## src/include/i2c_ctrl_map.vh

```
`ifndef I2C_CTRL_MAP_VH
`define I2C_CTRL_MAP_VH
// register byte offsets
`define OFS_STOP_FLAG_CLEAR 8'h60
`define OFS_START_FLAG_CLEAR 8'h64
`define OFS_BROADCAST_FLAG_CLEAR 8'h68
`define OFS_CONTROLLER_ENABLE 8'h6C
`define OFS_ABANDON_FLAG_CLEAR 8'h54
`define OFS_UNMASKED_IRQ_FLAGS 8'h34
`define OFS_MASKED_IRQ_FLAGS 8'h2C
`define OFS_IRQ_MASK 8'h30
`define OFS_ABANDON_CAUSE 8'h80
`define OFS_ACTIVITY_STATUS 8'h70
// field positions
`define BIT_ENABLE 0
`define BIT_ABORT 1
`define BIT_CMD_HOLD 2
`define BIT_ABANDON 6
`define BIT_STOP_SEEN 9
`define BIT_START_SEEN 10
`define BIT_BROADCAST 11
`define FLAG_MASK 32'h00000E40
`define RESET_ZERO 32'h00000000
// timing
`define CLOCK_HZ 10000000
`define LINK_BIT_NS 800
`endif

```

## src/design/i2c_enable_abort_irq_clear.v

```verilog
// Implementation choice: the Avalon-MM interface to the registers.
`timescale 1ns/1ps
`include "i2c_ctrl_map.vh"
module i2c_enable_abort_irq_clear
(
   input wire i_clock,
   input wire i_rst,
   input wire [7:0] i_address,
   input wire i_read,
   input wire i_write,
   input wire [31:0] i_writedata,
   output wire [31:0] o_readdata,
   output wire o_waitrequest,
   input wire i_master_mode,
   input wire i_tx_not_empty,
   input wire i_rx_active,
   input wire i_byte_done,
   input wire i_bus_stop_seen,
   input wire i_bus_start_seen,
   input wire i_broadcast_address_hit,
   input wire [15:0] i_abandon_cause,
   input wire i_link_scl,
   output wire o_start_transfer,
   output wire o_issue_stop,
   output wire o_tx_flush,
   output wire o_rx_flush,
   output wire o_withhold_ack,
   output wire o_busy,
   output wire o_irq
);
   // link-side event pulses arrive from the serial engine clocked here
   localparam ST_IDLE = 2'b00;
   localparam ST_XFER = 2'b01;
   localparam ST_STOP = 2'b10;
   localparam ST_DRAIN = 2'b11;
   localparam integer LINK_CYC = (`LINK_BIT_NS * (`CLOCK_HZ / 1000000) + 999) / 1000;
   reg [1:0] state_ff;
   reg [1:0] nxt_state;
   reg enable_ff;
   reg abort_ff;
   reg cmd_hold_ff;
   reg [31:0] flags_ff;
   reg [31:0] mask_ff;
   reg [15:0] cause_ff;
   reg tx_flushed_ff;
   reg [31:0] rdata_ff;
   reg ack_ff;
   reg scl_meta_ff;
   reg scl_sync_ff;
   reg scl_prev_ff;
   reg [3:0] tick_ff;
   reg abandon_evt;
   wire wr_en;
   wire rd_en;
   wire scl_fall;
   wire idle;
   wire [31:0] set_vec;
   wire [31:0] clr_vec;
   assign wr_en = i_write & ack_ff;
   assign rd_en = i_read & ack_ff;
   assign o_waitrequest = (i_read | i_write) & ~ack_ff;
   assign o_readdata = rdata_ff;
   assign idle = (state_ff == ST_IDLE);
   assign scl_fall = scl_prev_ff & ~scl_sync_ff;
   // link clock sampled through two flops before edge detection
   always @(posedge i_clock or posedge i_rst)
   begin
      if (i_rst)
      begin
         scl_meta_ff <= 1'b0;
         scl_sync_ff <= 1'b0;
         scl_prev_ff <= 1'b0;
         tick_ff <= 4'h0;
      end
      else
      begin
         scl_meta_ff <= i_link_scl;
         scl_sync_ff <= scl_meta_ff;
         scl_prev_ff <= scl_sync_ff;
         if (scl_fall)
            tick_ff <= LINK_CYC[3:0];
         else if (tick_ff != 4'h0)
            tick_ff <= tick_ff - 4'h1;
      end
   end
   always @*
   begin
      nxt_state = state_ff;
      abandon_evt = 1'b0;
      case (state_ff)
         ST_IDLE:
            if (enable_ff & i_master_mode & ~cmd_hold_ff & i_tx_not_empty & ~tx_flushed_ff
                & ~abort_ff)
               nxt_state = ST_XFER;
            else if (abort_ff)
               nxt_state = ST_STOP;
         ST_XFER:
            if (i_byte_done & (abort_ff | ~enable_ff))
               nxt_state = ST_STOP;
            else if (i_byte_done & ~i_tx_not_empty)
               nxt_state = ST_STOP;
         ST_STOP:
            if (scl_fall | (tick_ff == 4'h0))
               nxt_state = ST_DRAIN;
         ST_DRAIN:
         begin
            nxt_state = ST_IDLE;
            abandon_evt = abort_ff;
         end
         default:
            nxt_state = ST_IDLE;
      endcase
   end
   assign o_start_transfer = (state_ff == ST_IDLE) & (nxt_state == ST_XFER);
   assign o_issue_stop = (state_ff == ST_STOP);
   assign o_tx_flush = ~enable_ff | tx_flushed_ff;
   assign o_rx_flush = ~enable_ff;
   assign o_withhold_ack = ~enable_ff & i_rx_active;
   assign o_busy = ~idle;
   // flags keep being gated onto irq while controller drains after disable
   assign o_irq = |(flags_ff & mask_ff);
   assign set_vec = ({20'h0, i_broadcast_address_hit, i_bus_start_seen, i_bus_stop_seen,
                      2'b00, abandon_evt, 6'h00}) & `FLAG_MASK;
   assign clr_vec = {20'h0,
                     rd_en & (i_address == `OFS_BROADCAST_FLAG_CLEAR),
                     rd_en & (i_address == `OFS_START_FLAG_CLEAR),
                     rd_en & (i_address == `OFS_STOP_FLAG_CLEAR),
                     2'b00,
                     rd_en & (i_address == `OFS_ABANDON_FLAG_CLEAR),
                     6'h00};
   // software-side decode; writes and clears land on the edge that ends the answer cycle
   wire wr_enable_reg;
   wire wr_mask_reg;
   wire wr_unmasked_reg;
   wire abort_req;
   wire rd_cap;
   wire [31:0] nxt_flags;
   reg [31:0] nxt_rdata;
   localparam [31:0] FLAG_BITS = `FLAG_MASK;
   genvar b;

   assign wr_enable_reg = wr_en & (i_address == `OFS_CONTROLLER_ENABLE);
   assign wr_mask_reg = wr_en & (i_address == `OFS_IRQ_MASK);
   assign wr_unmasked_reg = wr_en & (i_address == `OFS_UNMASKED_IRQ_FLAGS);

   // read data is captured one edge early so it stands while waitrequest is low
   assign rd_cap = i_read & ~ack_ff;
   // an abort write counts only if the controller was enabled beforehand
   assign abort_req = wr_enable_reg & enable_ff & i_writedata[`BIT_ABORT];

   // readback words, reserved positions fixed at zero
   wire [31:0] enable_word;
   wire [31:0] masked_word;
   wire [31:0] activity_word;
   wire [31:0] cause_word;
   assign enable_word = {29'h0, cmd_hold_ff, abort_ff, enable_ff};
   assign masked_word = flags_ff & mask_ff;
   assign activity_word = {31'h0, ~idle};
   assign cause_word = {16'h0, cause_ff};

   // one flag cell per interrupt bit; unused positions are tied low
   generate
      for (b = 0; b < 32; b = b + 1)
      begin : g_flag
         if (FLAG_BITS[b])
         begin : g_used
            wire sw_clear;
            wire rd_clear;
            assign sw_clear = wr_unmasked_reg & i_writedata[b];
            assign rd_clear = clr_vec[b];
            // a hardware set in the clearing cycle wins, so no event is lost
            assign nxt_flags[b] = (flags_ff[b] & ~sw_clear & ~rd_clear) | set_vec[b];
         end
         else
         begin : g_unused
            assign nxt_flags[b] = 1'b0;
         end
      end
   endgenerate

   always @(posedge i_clock or posedge i_rst)
   begin
      if (i_rst)
      begin
         state_ff <= ST_IDLE;
         ack_ff <= 1'b0;
      end
      else
      begin
         state_ff <= nxt_state;
         // every access is answered in its second cycle
         ack_ff <= (i_read | i_write) & ~ack_ff;
      end
   end

   always @(posedge i_clock or posedge i_rst)
   begin
      if (i_rst)
      begin
         flags_ff <= `RESET_ZERO;
      end
      else
      begin
         flags_ff <= nxt_flags;
      end
   end

   always @(posedge i_clock or posedge i_rst)
   begin
      if (i_rst)
      begin
         mask_ff <= `RESET_ZERO;
      end
      else if (wr_mask_reg)
      begin
         mask_ff <= i_writedata & `FLAG_MASK;
      end
   end

   always @(posedge i_clock or posedge i_rst)
   begin
      if (i_rst)
      begin
         cause_ff <= 16'h0000;
         tx_flushed_ff <= 1'b0;
      end
      else if (abandon_evt)
      begin
         // tx stays flushed until software acknowledges the abandon
         cause_ff <= i_abandon_cause;
         tx_flushed_ff <= 1'b1;
      end
      else if (clr_vec[`BIT_ABANDON])
      begin
         cause_ff <= 16'h0000;
         tx_flushed_ff <= 1'b0;
      end
   end

   always @(posedge i_clock or posedge i_rst)
   begin
      if (i_rst)
      begin
         abort_ff <= 1'b0;
      end
      else if (abandon_evt)
      begin
         abort_ff <= 1'b0;
      end
      else if (abort_req)
      begin
         // software can only set it; a written zero is ignored
         abort_ff <= 1'b1;
      end
   end

   always @(posedge i_clock or posedge i_rst)
   begin
      if (i_rst)
      begin
         enable_ff <= 1'b0;
         cmd_hold_ff <= 1'b0;
      end
      else if (wr_enable_reg)
      begin
         // disabling mid-transfer is allowed; the state machine finishes the byte
         enable_ff <= i_writedata[`BIT_ENABLE];
         cmd_hold_ff <= i_writedata[`BIT_CMD_HOLD];
      end
   end

   always @(posedge i_clock or posedge i_rst)
   begin
      if (i_rst)
      begin
         rdata_ff <= `RESET_ZERO;
      end
      else if (rd_cap)
      begin
         rdata_ff <= nxt_rdata;
      end
      else
      begin
         // bus sees zero outside the answer cycle
         rdata_ff <= `RESET_ZERO;
      end
   end

   // clear registers return the flag as it stood before the clear
   always @*
   begin
      nxt_rdata = `RESET_ZERO;
      // unmapped offsets fall through to zero
      case (i_address)
         `OFS_CONTROLLER_ENABLE:
         begin
            nxt_rdata = enable_word;
         end

         `OFS_UNMASKED_IRQ_FLAGS:
         begin
            nxt_rdata = flags_ff;
         end

         `OFS_MASKED_IRQ_FLAGS:
         begin
            nxt_rdata = masked_word;
         end

         `OFS_IRQ_MASK:
         begin
            nxt_rdata = mask_ff;
         end

         `OFS_ABANDON_CAUSE:
         begin
            nxt_rdata = cause_word;
         end

         `OFS_ACTIVITY_STATUS:
         begin
            nxt_rdata = activity_word;
         end

         `OFS_STOP_FLAG_CLEAR:
         begin
            nxt_rdata = {31'h0, flags_ff[`BIT_STOP_SEEN]};
         end

         `OFS_START_FLAG_CLEAR:
         begin
            nxt_rdata = {31'h0, flags_ff[`BIT_START_SEEN]};
         end

         `OFS_BROADCAST_FLAG_CLEAR:
         begin
            nxt_rdata = {31'h0, flags_ff[`BIT_BROADCAST]};
         end

         `OFS_ABANDON_FLAG_CLEAR:
         begin
            nxt_rdata = {31'h0, flags_ff[`BIT_ABANDON]};
         end

         default:
         begin
            nxt_rdata = `RESET_ZERO;
         end
      endcase
   end
endmodule

```

## config.mk

```make
export PLATFORM = sky130hd
export DESIGN_NAME = i2c_enable_abort_irq_clear
export DESIGN_NICKNAME = d
export VERILOG_FILES = /design/src/design/i2c_enable_abort_irq_clear.v
export VERILOG_INCLUDE_DIRS = /design/src /design/src/include
export SDC_FILE = /design/constraint.sdc
export NUM_CORES = 1
export LEC_CHECK = 0
export BUFFER_PORTS_ARGS = -buffer_cell sky130_fd_sc_hd__buf_2
export CAP_MARGIN = 20
export CORE_UTILIZATION = 45
export DETAILED_ROUTE_END_ITERATION = 8
export PLACE_DENSITY = 0.74
export SKIP_LAST_GASP = 1
export SYNTH_ARGS = -nofsm -noshare
export SYNTH_HDL_FRONTEND = slang
export SYNTH_SLANG_ARGS = --single-unit
```

## constraint.sdc

```tcl
create_clock -name i_clock -period 2.5 [get_ports i_clock]
set_input_delay 0.625 -clock i_clock [delete_from_list [all_inputs] [get_ports i_clock]]
set_output_delay 0.625 -clock i_clock [all_outputs]
set_load 0.05 [all_outputs]
```

Yosys cells after proc, flatten, opt, wreduce, memory -nomap -nowiden
Index checks and enable logic that the tools add are counted.
- register bits: 70
- add/subtract/negate cells: 1
- equal/unequal tests: 14
- mux-type cells: 17
- bitwise logic cells: 60
- reductions and logical operators: 7
- operators with widths (operator ; number):
    $pmux 16 s10 ; 1
    $eq 8x7->1 const B ; 6
    $mux 16 ; 3
    $and 1x1->1 ; 35
    $reduce_or 32->1 ; 1
    $eq 8x6->1 const B ; 3
    $not 1->1 ; 16
    $and 12x12->12 ; 1
    $mux 2 ; 5
    $eq 8x8->1 const B ; 1
    $mux 4 ; 2
    $or 1x1->1 ; 8
    $pmux 2 s4 ; 1
    $reduce_bool 2->1 ; 3
    $mux 1 ; 5
    $eq 2x1->1 const B ; 2
    $eq 2x2->1 const B ; 2
    $logic_not 4->1 ; 1
    $reduce_bool 4->1 ; 1
    $sub 4x1->4 const B ; 1
    $logic_not 2->1 ; 1

Depth between registers and ports, before layout
- depth after elaboration: 9
- mapped depth: 6
- depth with buffers taken out: 6

Least setup slack after synthesis
No wires, ideal clock.
- path kind: input-to-reg
- start: in i_address[3]
- end: reg mask_ff[10]
- library setup time: 0.125 ns
- data arrival time: 1.838 ns
- data required time: 2.375 ns
- setup slack: 0.537 ns
- cell stages on the path: 5
- cell sequence: buf_6 nor4_1 and3_1 buf_2 mux2_2
- longest elaborated chain between the ends: 2
- RTL lines (element ; RTL line ; RTL):
    start, declared ; i2c_enable_abort_irq_clear.v:8 ; input wire [7:0] i_address,
    $eq 8x6->1 ; n/a ;
    $and 1x1->1 ; i2c_enable_abort_irq_clear.v:143 ; assign wr_mask_reg = wr_en & (i_address == `OFS_IRQ_MASK);
    end signal, assigned ; i2c_enable_abort_irq_clear.v:212 ; mask_ff <= `RESET_ZERO;
    end signal, assigned ; i2c_enable_abort_irq_clear.v:216 ; mask_ff <= i_writedata & `FLAG_MASK;
    end, declared ; i2c_enable_abort_irq_clear.v:43 ; reg [31:0] mask_ff;
Every way passes these cells.
A chain may end at the register's enable or synchronous reset.

Final worst setup path
- start: reg flags_ff[9]
- end: out o_irq
- longest elaborated chain between the ends: 2
- RTL lines (element ; RTL line ; RTL):
    start, declared ; i2c_enable_abort_irq_clear.v:42 ; reg [31:0] flags_ff;
    start signal, assigned ; i2c_enable_abort_irq_clear.v:200 ; flags_ff <= `RESET_ZERO;
    start signal, assigned ; i2c_enable_abort_irq_clear.v:204 ; flags_ff <= nxt_flags;
    $and 12x12->12 ; i2c_enable_abort_irq_clear.v:121 ; assign o_irq = |(flags_ff & mask_ff);
    $reduce_or 32->1 ; i2c_enable_abort_irq_clear.v:121 ;
    end, declared ; i2c_enable_abort_irq_clear.v:29 ; output wire o_irq
Every way passes these cells.

==> metrics.csv <==
stage,metric,value,unit
run_status,status,completed,
synthesis,largest area contributor in the netlist,dfrtp_1,
flow_run,max-cap violations,0,
synthesis,"top cells by area, synth","dfrtp_1 50%, nand2_1 6.5%, buf_4 4.7%, o21ai_0 3.9%, and2_1 3.0%",
clock_tree,CTS tree,done,
synthesis,synthesized flop and latch total,54,
global_routing,first-pass GRT wire length,9670,um
synthesis,Post-synth ARST share,100,%
timing,RSZ-0062 raised after global routing,no,
synthesis,top cell type's share of synthesized area,50.0,%
clock_tree,H-tree depth,2,
timing,Slew Limit Fails,0,
route,vias,2138,
timing,Achievable Freq,465,MHz
die,standard-cell rows,27,
worst_setup_path,CP Data Arrival Time,1.53,ns
place,pre-CTS setup slack,0.290,ns
route,post-route ant nets,0,
synthesis,synthesized cell area,2700,sq um
worst_setup_path,worst path required time,1.88,ns
die,Initial Util,47.9,%
clock_tree,Worst-path clk slew,0.10,ns
worst_setup_path,Critical Path End Type,output pin,
layout,share of cells above drive strength 1,29.5,%
route,routed wire length,5840,um
global_routing,total global-route track usage,19.9,%
synthesis,prevailing post-synth register cell,dfrtp_1,
timing,Final Worst Setup Slack,0.349,ns
synthesis,Unique masters post-synth,53,
timing,clock skew,0.0128,ns
synthesis,cell count after synthesis,270,
place,number of port buffers,66,
clock_tree,clock insertion delay at the later pin of the skew report,0.31,ns
timing,setup_tns,0,ns
layout,Final nets,408,
die,die height,79.5,um
min_path,worst hold-check path type,input port to async pin,
clock_tree,clk sink count,54,
route,Vias per Instance,5.20,
synthesis,"Avg Cell Area, Syn",10.0,sq um
worst_setup_path,crit path max fanout,4,
route,Initial DRT Pass Iterations,4,
route,initial detailed-routing violation count,197,
power,Peak VDD IR,0.458,mV
route,DR WL/cell,14.2,um
global_routing,"Remaining Overflow, GRT",0,
layout,Antenna Cells,0,
die,Die X,79.5,um
power,PD cells,657,nW/um^2
clock_tree,Clock Path Buffers,2,
place,HPWL Detailed,4460,um
timing,# setup viols final,0,
layout,Layout area overhead,17.3,%
worst_setup_path,Crit Path Category,flop to output pin,
clock_tree,setup bufs post-CTS,0,
worst_setup_path,Startpoint Class,flop,
global_routing,vias in the first global route,2076,
clock_tree,Post-CTS Hold Fix Bufs,0,
global_routing,initial antenna violation count,0,
place,RePlAce Congestion,0.876,
clock_tree,CTS buffer count,5,
power,Leak Pwr,1.55,nW
synthesis,YS warnings,0,
clock_tree,CTS resizes,0,
timing,Final Cycle Share,86.1,%
die,Placeable Area,5640,sq um
synthesis,register area share after synthesis,50.0,%
die,total die area,6320,sq um
die,IO Pins,108,
timing,"Hold Vio Cnt, Final",0,
global_routing,largest net degree at the start of global routing,25,
synthesis,Post-synth EDFFs,0,
timing,Worst Tran Pin Value,0.659,ns
timing,post-route minimum period,2.15,ns
clock_tree,Root Buffer,clkbuf_8,
timing,slew margin rel.,56.1,%
route,# DRC,0,
-- per-layer routing --
layer | part of all wire, % | track usage, % | wire, um | up-vias
li1 | - | - | - | 1045
met1 | 45 | 27.5 | 2640 | 1004
met2 | 47 | 31.5 | 2750 | 82
met3 | 6.7 | 4.46 | 391 | 7
met4 | 0.96 | 5.27 | 56 | 0
met5 | 0 | 0 | 0 | -
-- flip-flops by register name, indices dropped and copies added, names as in the netlist --
signal,count
flags_ff,4
cause_ff,16
scl_prev_ff,1
scl_meta_ff,1
mask_ff,4
abort_ff,1
o_readdata,16
scl_sync_ff,1
tick_ff,4
cmd_hold_ff,1
enable_ff,1
tx_flushed_ff,1
state_ff,2
ack_ff,1
-- through the flow --
stage	area (sq um)	hold slack [ns]	power [mW]	util (%)	instances
finish	3170	0.325	2.08	56.2	411
global route	3170	0.350	2.20	56.2	411
CTS	3170	0.338	2.10	56.2	411
detailed placement	3050	0.357	1.49	54.0	403
global placement	3050	0.340	1.48	54.0	403
floorplan	2760	0.331	1.38	-	285
-- critical path, cell delays in order (launching register included) --
cell,delay (ns)
dfrtp_1,0.43
a22o_1,0.24
or3_1,0.33
buf_2,0.22
-- synth_stat cells (2+ instances only) --
library cell	instances
xnor2_1	3
and3_1	4
a31o_2	4
a211oi_1	5
a22o_1	3
nand2b_1	5
ha_1	2
nand3_1	3
a22oi_1	2
nor2b_1	2
dfrtp_1	54
clkbuf_1	4
o22ai_1	2
a222oi_1	2
o21ai_0	21
or3_1	2
or4b_4	2
buf_2	3
mux2_2	6
nand4bb_1	4
nor3_1	5
nor4_1	2
inv_1	10
nor4b_1	3
and2_1	13
buf_4	17
nand2_1	47
nor2_1	15
-- cells in the final DEF, fill, tap and decap left out, types with 4 or more instances in the layout --
cell        n
a211oi_1    5
a31o_2      4
and2_1     13
and3_1      4
buf_2      66
buf_4       5
clkbuf_8    6
conb_1     16
dfrtp_1    54
inv_1       9
mux2_2      6
nand2_1    47
nand2b_1    5
nand4bb_1   4
nor2_1     15
nor3_1      5
o21ai_0    21
-- area by class of cell --
cell class | instances | area (sq um)
Sequential cell | 54 | 1350
Inverter | 10 | 37.5
Clock inverter | 2 | 38.8
Multi-Input combinational cell | 196 | 1200
Fill cell | 506 | 2470
Tap cell | 72 | 90.1
Clock buffer | 6 | 82.6
Timing Repair Buffer | 71 | 368
-- cells by family after synthesis --
| logic type | after synthesis | synth area share, % |
|---|---|---|
| compound gates | 49 | 12.8 |
| xor+xnor | 3 | 0.972 |
| fa+ha+maj | 2 | 0.926 |
| buf+inv | 35 | 7.64 |
| flops | 54 | 50.0 |
| mux | 7 | 2.87 |
| other cells | 1 | 0.139 |
| simple gates | 119 | 24.6 |
-- path summary, 6_finish.rpt --
kind	slack, ns	cells past startpoint	end	startpoint
worst max-delay path	0.35	3	o_irq	flags_ff[9]
worst max register to register	0.89	4	o_readdata[0]	state_ff[0]
worst min register to register	0.38	0	scl_sync_ff	scl_meta_ff
max in group asynchronous	1.57	3	o_readdata[7]	i_rst
min in group i_clock	0.38	0	scl_sync_ff	scl_meta_ff
worst min-delay path	0.32	2	tick_ff[0]	i_rst
-- report_power, final --
group | leakage (nW) | total [mW] | internal (mW) | switching, mW
clock | 0.0618 | 0.609 | 0.329 | 0.280
combinational | 0.854 | 0.472 | 0.154 | 0.318
sequential | 0.634 | 1.00 | 0.942 | 0.0585
Power figures use the tool's default switching activity.
